**src/lookup_engine_map.vh**
```
// register offsets, field positions, reset values and timing counts of the lookup engine control block
`ifndef LOOKUP_ENGINE_MAP_VH
`define LOOKUP_ENGINE_MAP_VH
`define LE_ADDR_W           16
`define LE_OFS_FWD_CTRL     16'h0312
`define LE_OFS_AGING        16'h0313
`define LE_OFS_EVT_STATUS   16'h0314
`define LE_OFS_EVT_MASK     16'h0315
`define LE_BIT_MC_TRAP      6
`define LE_BIT_DYN_VFILT    5
`define LE_BIT_STA_VFILT    4
`define LE_FLD_FLUSH_HI     3
`define LE_FLD_FLUSH_LO     2
`define LE_FLD_PRIO_HI      1
`define LE_FLD_PRIO_LO      0
`define LE_BIT_LEARN_FAIL   2
`define LE_BIT_ALMOST_FULL  1
`define LE_BIT_WRITE_FAIL   0
`define LE_RST_FWD_CTRL     8'h00
`define LE_RST_AGING        8'h4b
`define LE_RST_EVT_MASK     3'h7
`define LE_FLUSH_NONE       2'h0
`define LE_FLUSH_DYN        2'h1
`define LE_FLUSH_STA        2'h2
`define LE_FLUSH_BOTH       2'h3
`define LE_PRIO_DA          2'h0
`define LE_PRIO_SA          2'h1
`define LE_PRIO_HIGH        2'h2
`define LE_PRIO_LOW         2'h3
`define LE_CLOCK_HZ         40000000
`define LE_SECOND_CYCLES    (`LE_CLOCK_HZ)
`endif

```
**src/lookup_engine_ctrl_irq.v**
```verilog
// lookup engine forwarding control, aging period and table event registers
`timescale 1ns/1ps
`include "lookup_engine_map.vh"
module lookup_engine_ctrl_irq #(
  parameter PORTS         = 7,
  parameter AGE_CNT_W     = 3,
  parameter SECOND_CYCLES = `LE_SECOND_CYCLES
) (
  input  wire                 clock,
  input  wire                 rst_n,
  input  wire [15:0]          reg_addr,
  input  wire                 reg_write,
  input  wire                 reg_read,
  input  wire [7:0]           reg_wdata,
  output reg  [7:0]           reg_rdata,
  input  wire                 pkt_valid,
  input  wire                 double_tag_mode,
  input  wire                 reserved_mcast,
  input  wire                 hit_dynamic,
  input  wire                 hit_static,
  input  wire [PORTS-1:0]     addr_port_map,
  input  wire [PORTS-1:0]     vlan_port_map,
  input  wire [PORTS-1:0]     host_port_map,
  input  wire [2:0]           da_priority,
  input  wire [2:0]           sa_priority,
  output reg                  fwd_valid,
  output reg  [PORTS-1:0]     fwd_port_map,
  output reg  [2:0]           address_based_priority,
  input  wire                 flush_trigger,
  output reg                  flush_active,
  output reg                  flush_dynamic,
  output reg                  flush_static,
  input  wire [AGE_CNT_W-1:0] entry_age_count,
  input  wire                 age_start,
  output reg                  age_expired,
  input  wire                 learn_fail_event,
  input  wire                 almost_full_event,
  input  wire                 write_fail_event,
  output reg                  lookup_engine_event,
  output reg                  lookup_engine_irq
);
  ////////////////////////////////////////////////////////////////////////////
  reg  [7:0]  fwd_ctrl;
  reg  [7:0]  aging;
  reg  [2:0]  evt_status;
  reg  [2:0]  evt_mask;
  wire [2:0]  next_status;
  wire [2:0]  mask_now;
  wire [2:0]  irq_bits;
  reg  [7:0]  next_rdata;
  reg  [31:0] age_left;
  wire        sec_tick;
  wire        wr_fwd    = reg_write && reg_addr == `LE_OFS_FWD_CTRL;
  wire        wr_aging  = reg_write && reg_addr == `LE_OFS_AGING;
  wire        wr_status = reg_write && reg_addr == `LE_OFS_EVT_STATUS;
  wire        wr_mask   = reg_write && reg_addr == `LE_OFS_EVT_MASK;
  wire [1:0]  flush_opt = fwd_ctrl[`LE_FLD_FLUSH_HI:`LE_FLD_FLUSH_LO];
  wire [1:0]  prio_sel  = fwd_ctrl[`LE_FLD_PRIO_HI:`LE_FLD_PRIO_LO];
  wire [2:0]  events    = {learn_fail_event, almost_full_event, write_fail_event};
  genvar      g;

  // one-cycle enable pulse per second; the aging countdown runs on it, while a start reloads the timer on any cycle

  second_tick #(
    .CYCLES (SECOND_CYCLES)
  ) u_tick (
    .clock (clock),
    .rst_n (rst_n),
    .tick  (sec_tick)
  );

  ////////////////////////////////////////////////////////////////////////////
  // read multiplexer; unmapped offsets and the unused upper bits of status and mask read as zero
  always @* begin
    next_rdata = 8'h00;
    case (reg_addr)
      `LE_OFS_FWD_CTRL:   next_rdata = fwd_ctrl;
      `LE_OFS_AGING:      next_rdata = aging;
      `LE_OFS_EVT_STATUS: next_rdata = {5'h00, evt_status};
      `LE_OFS_EVT_MASK:   next_rdata = {5'h00, evt_mask};
      default:            next_rdata = 8'h00;
    endcase
  end

  ////////////////////////////////////////////////////////////////////////////
  // registers and read path
  // bit 7 of the forwarding control byte is kept as plain storage
  // read data is registered and stands until the next read strobe
  always @(posedge clock) begin
    if (!rst_n) begin
      fwd_ctrl  <= `LE_RST_FWD_CTRL;
      aging     <= `LE_RST_AGING;
      evt_mask  <= `LE_RST_EVT_MASK;
      reg_rdata <= 8'h00;
    end else begin
      if (wr_fwd)
        fwd_ctrl <= reg_wdata;
      if (wr_aging)
        aging <= reg_wdata;
      if (wr_mask)
        evt_mask <= reg_wdata[2:0];
      if (reg_read)
        reg_rdata <= next_rdata;
    end
  end

  ////////////////////////////////////////////////////////////////////////////
  // event status, one flag per table event: writing 1 clears it
  // an event in the same cycle as the clear wins, so no event is lost
  // a mask being written takes effect on the request at the same edge
  assign mask_now = wr_mask ? reg_wdata[2:0] : evt_mask;

  generate
    for (g = 0; g < 3; g = g + 1) begin : g_evt
      // set by hardware, cleared only by a software write of 1
      assign next_status[g] = events[g] |
                              (evt_status[g] & ~(wr_status & reg_wdata[g]));
      // an unmasked flag requests an interrupt
      assign irq_bits[g]    = next_status[g] & ~mask_now[g];
    end
  endgenerate

  // status, global event and request are all registered outputs

  always @(posedge clock) begin
    if (!rst_n) begin
      evt_status          <= 3'h0;
      lookup_engine_event <= 1'b0;
      lookup_engine_irq   <= 1'b0;
    end else begin
      evt_status          <= next_status;
      lookup_engine_event <= |next_status;
      lookup_engine_irq   <= |irq_bits;
    end
  end

  ////////////////////////////////////////////////////////////////////////////
  // forwarding decision
  // the multicast trap outranks egress filtering; map and priority
  // hold their last value between lookup results
  always @(posedge clock) begin
    if (!rst_n) begin
      fwd_valid              <= 1'b0;
      fwd_port_map           <= {PORTS{1'b0}};
      address_based_priority <= 3'h0;
    end else begin
      fwd_valid <= pkt_valid;
      if (pkt_valid) begin
        if (fwd_ctrl[`LE_BIT_MC_TRAP] && double_tag_mode && reserved_mcast)
          fwd_port_map <= host_port_map;
        else if (hit_dynamic && fwd_ctrl[`LE_BIT_DYN_VFILT])
          fwd_port_map <= addr_port_map & vlan_port_map;
        else if (hit_static && fwd_ctrl[`LE_BIT_STA_VFILT])
          fwd_port_map <= addr_port_map & vlan_port_map;
        else
          fwd_port_map <= addr_port_map;
        case (prio_sel)
          `LE_PRIO_DA:   address_based_priority <= da_priority;
          `LE_PRIO_SA:   address_based_priority <= sa_priority;
          `LE_PRIO_HIGH: address_based_priority <= (da_priority > sa_priority) ?
                                                   da_priority : sa_priority;
          default:       address_based_priority <= (da_priority < sa_priority) ?
                                                   da_priority : sa_priority;
        endcase
      end
    end
  end

  ////////////////////////////////////////////////////////////////////////////
  // flush scope, trigger is a single-cycle request
  // the trigger register itself lives outside, so self-clearing is its job;
  // here the outputs are one-cycle pulses and option none gives no pulse
  always @(posedge clock) begin
    if (!rst_n) begin
      flush_active  <= 1'b0;
      flush_dynamic <= 1'b0;
      flush_static  <= 1'b0;
    end else begin
      flush_active  <= flush_trigger && flush_opt != `LE_FLUSH_NONE;
      flush_dynamic <= flush_trigger && flush_opt[0];
      flush_static  <= flush_trigger && flush_opt[1];
    end
  end

  ////////////////////////////////////////////////////////////////////////////
  // aging timer: period times entry age count, in seconds
  // a new start reloads the timer; a zero product never expires
  // the first second may be short, as the tick runs free from reset
  always @(posedge clock) begin
    if (!rst_n) begin
      age_left    <= 32'h0;
      age_expired <= 1'b0;
    end else begin
      age_expired <= 1'b0;
      if (age_start)
        age_left <= {21'h0, aging * {8'h00, entry_age_count}};
      else if (sec_tick && age_left != 32'h0) begin
        age_left <= age_left - 32'h1;
        if (age_left == 32'h1)
          age_expired <= 1'b1;
      end
    end
  end
endmodule

```
**src/second_tick.v**
```verilog
// divider giving a one-cycle pulse once per second of core clock
`timescale 1ns/1ps
module second_tick #(
  parameter CYCLES = 40000000
) (
  input  wire clock,
  input  wire rst_n,
  output reg  tick
);
  reg [31:0] count;

  always @(posedge clock) begin
    if (!rst_n) begin
      count <= 32'h0;
      tick  <= 1'b0;
    end else if (count >= CYCLES - 1) begin
      count <= 32'h0;
      tick  <= 1'b1;
    end else begin
      count <= count + 32'h1;
      tick  <= 1'b0;
    end
  end
endmodule
```
**config.mk**
```make
export PLATFORM = sky130hd
export DESIGN_NAME = lookup_engine_ctrl_irq
export DESIGN_NICKNAME = d
export VERILOG_FILES = /design/src/lookup_engine_ctrl_irq.v /design/src/second_tick.v
export VERILOG_INCLUDE_DIRS = /design/src
export SDC_FILE = /design/constraint.sdc
export NUM_CORES = 1
export LEC_CHECK = 0
export BUFFER_PORTS_ARGS = -buffer_cell sky130_fd_sc_hd__buf_2
export CORE_ASPECT_RATIO = 2
export CORE_MARGIN = 5
export CORE_UTILIZATION = 55
export CTS_CLUSTER_SIZE = 30
export DETAILED_ROUTE_END_ITERATION = 10
export HOLD_SLACK_MARGIN = 0.15
export PLACE_DENSITY = 0.77
export SYNTH_ARGS = -nofsm -noshare
export SYNTH_HDL_FRONTEND = slang
export SYNTH_SLANG_ARGS = --single-unit
```
**constraint.sdc**
```tcl
create_clock -name clock -period 3.7 [get_ports clock]
set_input_delay 0.74 -clock clock [delete_from_list [all_inputs] [get_ports clock]]
set_output_delay 0.74 -clock clock [all_outputs]
set_load 0.01 [all_outputs]
```
# Yosys cells after proc, flatten, opt, wreduce, memory -nomap -nowiden
# Cells that the tools add are included.
# Widths: inputs -> output; s select.
word_totals:
  ff_bits: 112
  input_bits: 68
  out_inout_bits: 25
  elab_cells: 85
op_classes:
  addsub: 2
  mul: 1
  n_lt_le_gt_ge: 3
  eq_ne: 7
  muxes: 12
  n_bitwise: 21
  n_reduce_logical: 21
ops:
  columns: ["cell", "n"]
  rows:
  - ["$eq 16x10->1 const B", 4]
  - ["$add 32x1->32 const B", 1]
  - ["$eq 32x1->1 const B", 1]
  - ["$ge 32x26->1 const B", 1]
  - ["$pmux 8 s4", 1]
  - ["$reduce_bool 32->1", 1]
  - ["$sub 32x1->32 const B", 1]
  - ["$mux 11", 2]
  - ["$mux 7", 3]
  - ["$logic_and 1x1->1", 12]
  - ["$mul 8x3->11", 1]
  - ["$and 1x1->1", 9]
  - ["$mux 3", 3]
  - ["$pmux 3 s3", 1]
  - ["$reduce_or 3->1", 3]
  - ["$not 1->1", 8]
  - ["$and 7x7->7", 1]
  - ["$reduce_bool 2->1", 2]
  - ["$reduce_or 2->1", 2]
  - ["$gt 3x3->1", 1]
  - ["$lt 3x3->1", 1]
  - ["$or 1x1->1", 3]
  - ["$eq 2x1->1 const B", 1]
  - ["$eq 2x2->1 const B", 1]
  - ["other kinds (2)", 3]

# Logic depth before layout (Yosys ltp)
logic_depth:
  ltp_word: 8
  mapped_depth: 11
  ltp_nobuf: 11

# Hierarchy
# Synthesis repeated with hierarchy kept, for this count alone.
hier_totals:
  hier_cells: 675
  hier_area_um2: 5840.6
by_module_without_submodules:
  columns: ["mod", "instances", "cells_per_inst", "area_per_inst_um2", "seq_area_each_um2"]
  rows:
  - ["lookup_engine_ctrl_irq", 1, 512, 4361.7, 1581.5]
  - ["second_tick", 1, 163, 1478.9, 660.6]

# Worst setup path after synthesis
# OpenSTA, ideal clock, no wires.
synth_path:
  path_type: "input port to flip-flop"
  startpoint: "input port entry_age_count[2]"
  endpoint: "register age_left[10]"
  setup_time_ns: 0.087
  arrival_time_ns: 2.808
  required_time_ns: 3.613
  path_slack_ns: 0.804
  cell_stages: 11
  n_path_buf: 0
  cell_sequence: "and2_1 fa_1 ha_1 inv_1 fa_1 nor2b_1 o31ai_1 a21oi_1 o21ai_0 and3b_1 o31ai_1"
synth_between:
  elab_chain_len: 2
synth_rtl:
  columns: ["item", "line_no", "source"]
  rows:
  - ["from (decl)", "lookup_engine_ctrl_irq.v:33", "input wire [AGE_CNT_W-1:0] entry_age_count,"]
  - ["$mul 8x3->11", "lookup_engine_ctrl_irq.v:196", "age_left <= {21'h0, aging * {8'h00, entry_age_count}};"]
  - ["$mux 11", "lookup_engine_ctrl_irq.v:195", "if (age_start)"]
  - ["to (signal assigned)", "lookup_engine_ctrl_irq.v:196", null]
  - ["to (signal assigned)", "lookup_engine_ctrl_irq.v:198", "age_left <= age_left - 32'h1;"]
  - ["to (decl)", "lookup_engine_ctrl_irq.v:51", "reg [31:0] age_left;"]
# No other way between the ends.
# A chain may end at the register's enable or synchronous reset.

# Final worst setup path
# Ends and elaborated chain as after synthesis.

==> flow_summary.toml <==
[global_routing]
antenna_found_initial = 0
grt_pass1_wl_um = 22500
grt_usage_pct = 21.9
grt_pass1_vias = 5134
overflow = 0
grt_max_degree = 27

[route]
vias = 5000
routedWlPerCell_um = 14.9
drtIter0Drc = 162
via_per_inst = 5.62
drtPass1Iterations = 4
routed_wl_um = 13300
antenna_left = 0
drc = 0

[timing]
fin_crit_sh_pct = 79.4
tns_ps = 0
rsz0062_at_grt = "false"
setup_viol = 0
fmax_mhz = 340
hold_viol = 0
period_needed_ps = 2940
skew_ps = 7.71
worst-slew-pin-transition_ps = 937
worst_hold_slack_ps = 472
drv_slew = 0
slew_headroom_pct = 37.4

[logic_synthesis]
synth_mux_area_share_pct = 5.70
synthCells = 663
yosysWarnings = 0
synth.most_common_cell = "dfxtp_1"
avgSynthCellArea_um2 = 8.65
synth_flop_cell = "dfxtp_1"
synth_fa_ha_area_share_pct = 6.16
synth_top_family_by_area = "simple AND/OR/NAND/NOR gates"
synth-xor-area-share_pct = 7.64
ys_seq_area_share_pct = 39.1
syn_area_mm2 = 0.00573
synth_top_area_share_pct = 39.1
synth_edf_count = 0
async_flop_share_pct = 0
ys_ff_latch = 112
synth-simple-area-share_pct = 26.3
yosys.area.top_type = "dfxtp_1"
synthDistinctLibCells = 70
synth_area_leaders = "dfxtp_1 39%, nor2_1 6.0%, mux2i_1 4.7%, xor2_1 4.1%, ha_1 3.7%"
synthTopCellsByCount = "112 x dfxtp_1, 92 x nor2_1, 55 x nand2_1, 39 x o21ai_0, 33 x nand3_1"
synth_compound_area_share_pct = 11.4

[flow_run]
cap_violations = 0

[clocking]
cts-resized-gates = 0
ctsHoldBuffers = 0
cts_made_buffers = 9
clk_latency_ps = 350
clk_pin_slew_ps = 80
cts.htree.levels = 3
cts_tree = "built"
cts_sinks = 112
post_cts_buffers = 0
cts_root_buf = "clkbuf_16"
cts_buffer_depth = 2

[placed_design]
dp_hpwl_um = 10300
portBuffers = 92
place_congestion = 0.840

[hold_path]
min_to = "age_left[23]"
hold_class = "register to register"
hold-path-cell-count = 2
hp-start = "age_left[23]"

[power_and_ir_drop]
finalPower_w = 0.00266
power_density_mw_per_mm2 = 402
p_seq_share_pct = 47.6
p_comb_share_pct = 14.0
ir_drop_mv = 0.453
switching_share_pct = 28.8
p_leak_nw = 2.65
p_switching_w = 0.000766
intPower_w = 0.00189
power.share.clock_pct = 38.4

[die]
dieArea_mm2 = 0.0127
start_util_pct = 56.5
ios = 93
rows = 52
fp.dieW_um = 82.2
core_area_mm2 = 0.0101
fp.dieH_um = 154

[setup_path]
cp-startpoint = "entry_age_count[2]"
endpoint_kind = "register"
worstPathRequired_ps = 3960
reg2reg_slack_ps = 970
r2r_start = "aging[0]"
worstSetupPathType = "input port to register"
cp_cell_sequence = "buf_2, and2_1, fa_1, ha_1, inv_1, fa_1, nor2b_1, o31ai_1, a21oi_1, o21ai_0, and3b_1, o31ai_1"
start_kind = "input port"
crit_fanout = 8
critPathArrivalTime_ps = 3200
max_stage_delay_ps = 540
reg2reg_to = "age_left[10]"
worst-r2r-cell-count = 11
worst_path_max_delay_cell = "fa_1"

[cells_and_area]
diodes = 0
drive_gt1_share_pct = 18.2
nNetsFinal = 841
area_delta_synth_final_pct = 15.3

[outcome]
status = "completed"
[kinds of logic (layout without fill, tap and decap cells)]
logic type                 Yosys count  after routing
and+or+nand+nor                    290            290
adders and majority gates           24             24
muxes                               32             32
buffers and inverters               50            136
xor gates and xnor gates            50             50
DFF                                112            112
other                                1              6
AOI/OAI and AO/OA                  104            104
[metrics by stage]
stage          cell area (um^2)  util [%]  cells  worst slack [ps]
6_report                   6610      65.1    889               763
5_1_grt                    6610      65.1    889               576
3_5_place_dp               6290      61.9    873               402
3_3_place_gp               6290      61.9    873               528
4_1_cts                    6610      65.1    889               772
2_1_floorplan              5750         -    668               804
[state kept, by name, summed over array words and instances (netlist names), 3 cells and up]
register                flops
evt_status                  3
evt_mask                    3
age_left                   32
address_based_priority      3
u_tick.count               32
fwd_port_map                7
aging                       8
fwd_ctrl                    8
reg_rdata                   8
[cells in the final DEF (no fill, tap or decap), types with 17 or more instances in the layout]
cell     Yosys  routed
dfxtp_1    112     112
nor2_1      92      92
buf_2        2      92
nand2_1     55      55
o21ai_0     39      39
nand3_1     33      33
xor2_1      27      27
mux2i_1     27      27
inv_1       26      26
a21oi_1     23      23
xnor2_1     23      23
ha_1        17      17
[worst max-delay path, delay by kind of cell]
family | cells | cell delay, ps
and+or+nand+nor | 3 | 520
adders and majority gates | 3 | 1120
buffers and inverters | 2 | 210
AOI/OAI and AO/OA | 4 | 610
[metal layers]
metal	vias to the layer above	wire [um]	GRT usage [%]
met5	-	0	0
met4	0	425	8.80
met3	31	585	4.54
met2	135	7350	40.4
met1	2351	4920	23.0
li1	2483	-	-
[worst max path at each step]
stage	endpoint	slack [ps]
detailed placement	age_left[10]	400
finish	age_left[10]	760
floorplan	age_left[10]	800
global route	age_left[10]	580
CTS	age_left[10]	770
global placement	age_left[10]	530
[cell type report]
class | instances | area (um^2)
tap | 135 | 169
inverter | 26 | 97.6
multi-input combinational | 506 | 3300
sequential | 112 | 2240
clock inverter | 7 | 93.8
clock buffer | 9 | 225
timing repair buffer | 94 | 475
fill | 874 | 3540
[power groups by stage]
stage	clock, W	sequential [W]	combinational, W
final	0.00102	0.00127	0.000372
after global routing	0.00110	0.00127	0.000414
after CTS	0.00104	0.00127	0.000372
after detailed placement	0	0.00129	0.000369
after global placement	0	0.00129	0.000361
after floorplan	0	0.00129	0.000264
Power figures use the tool's default switching activity.
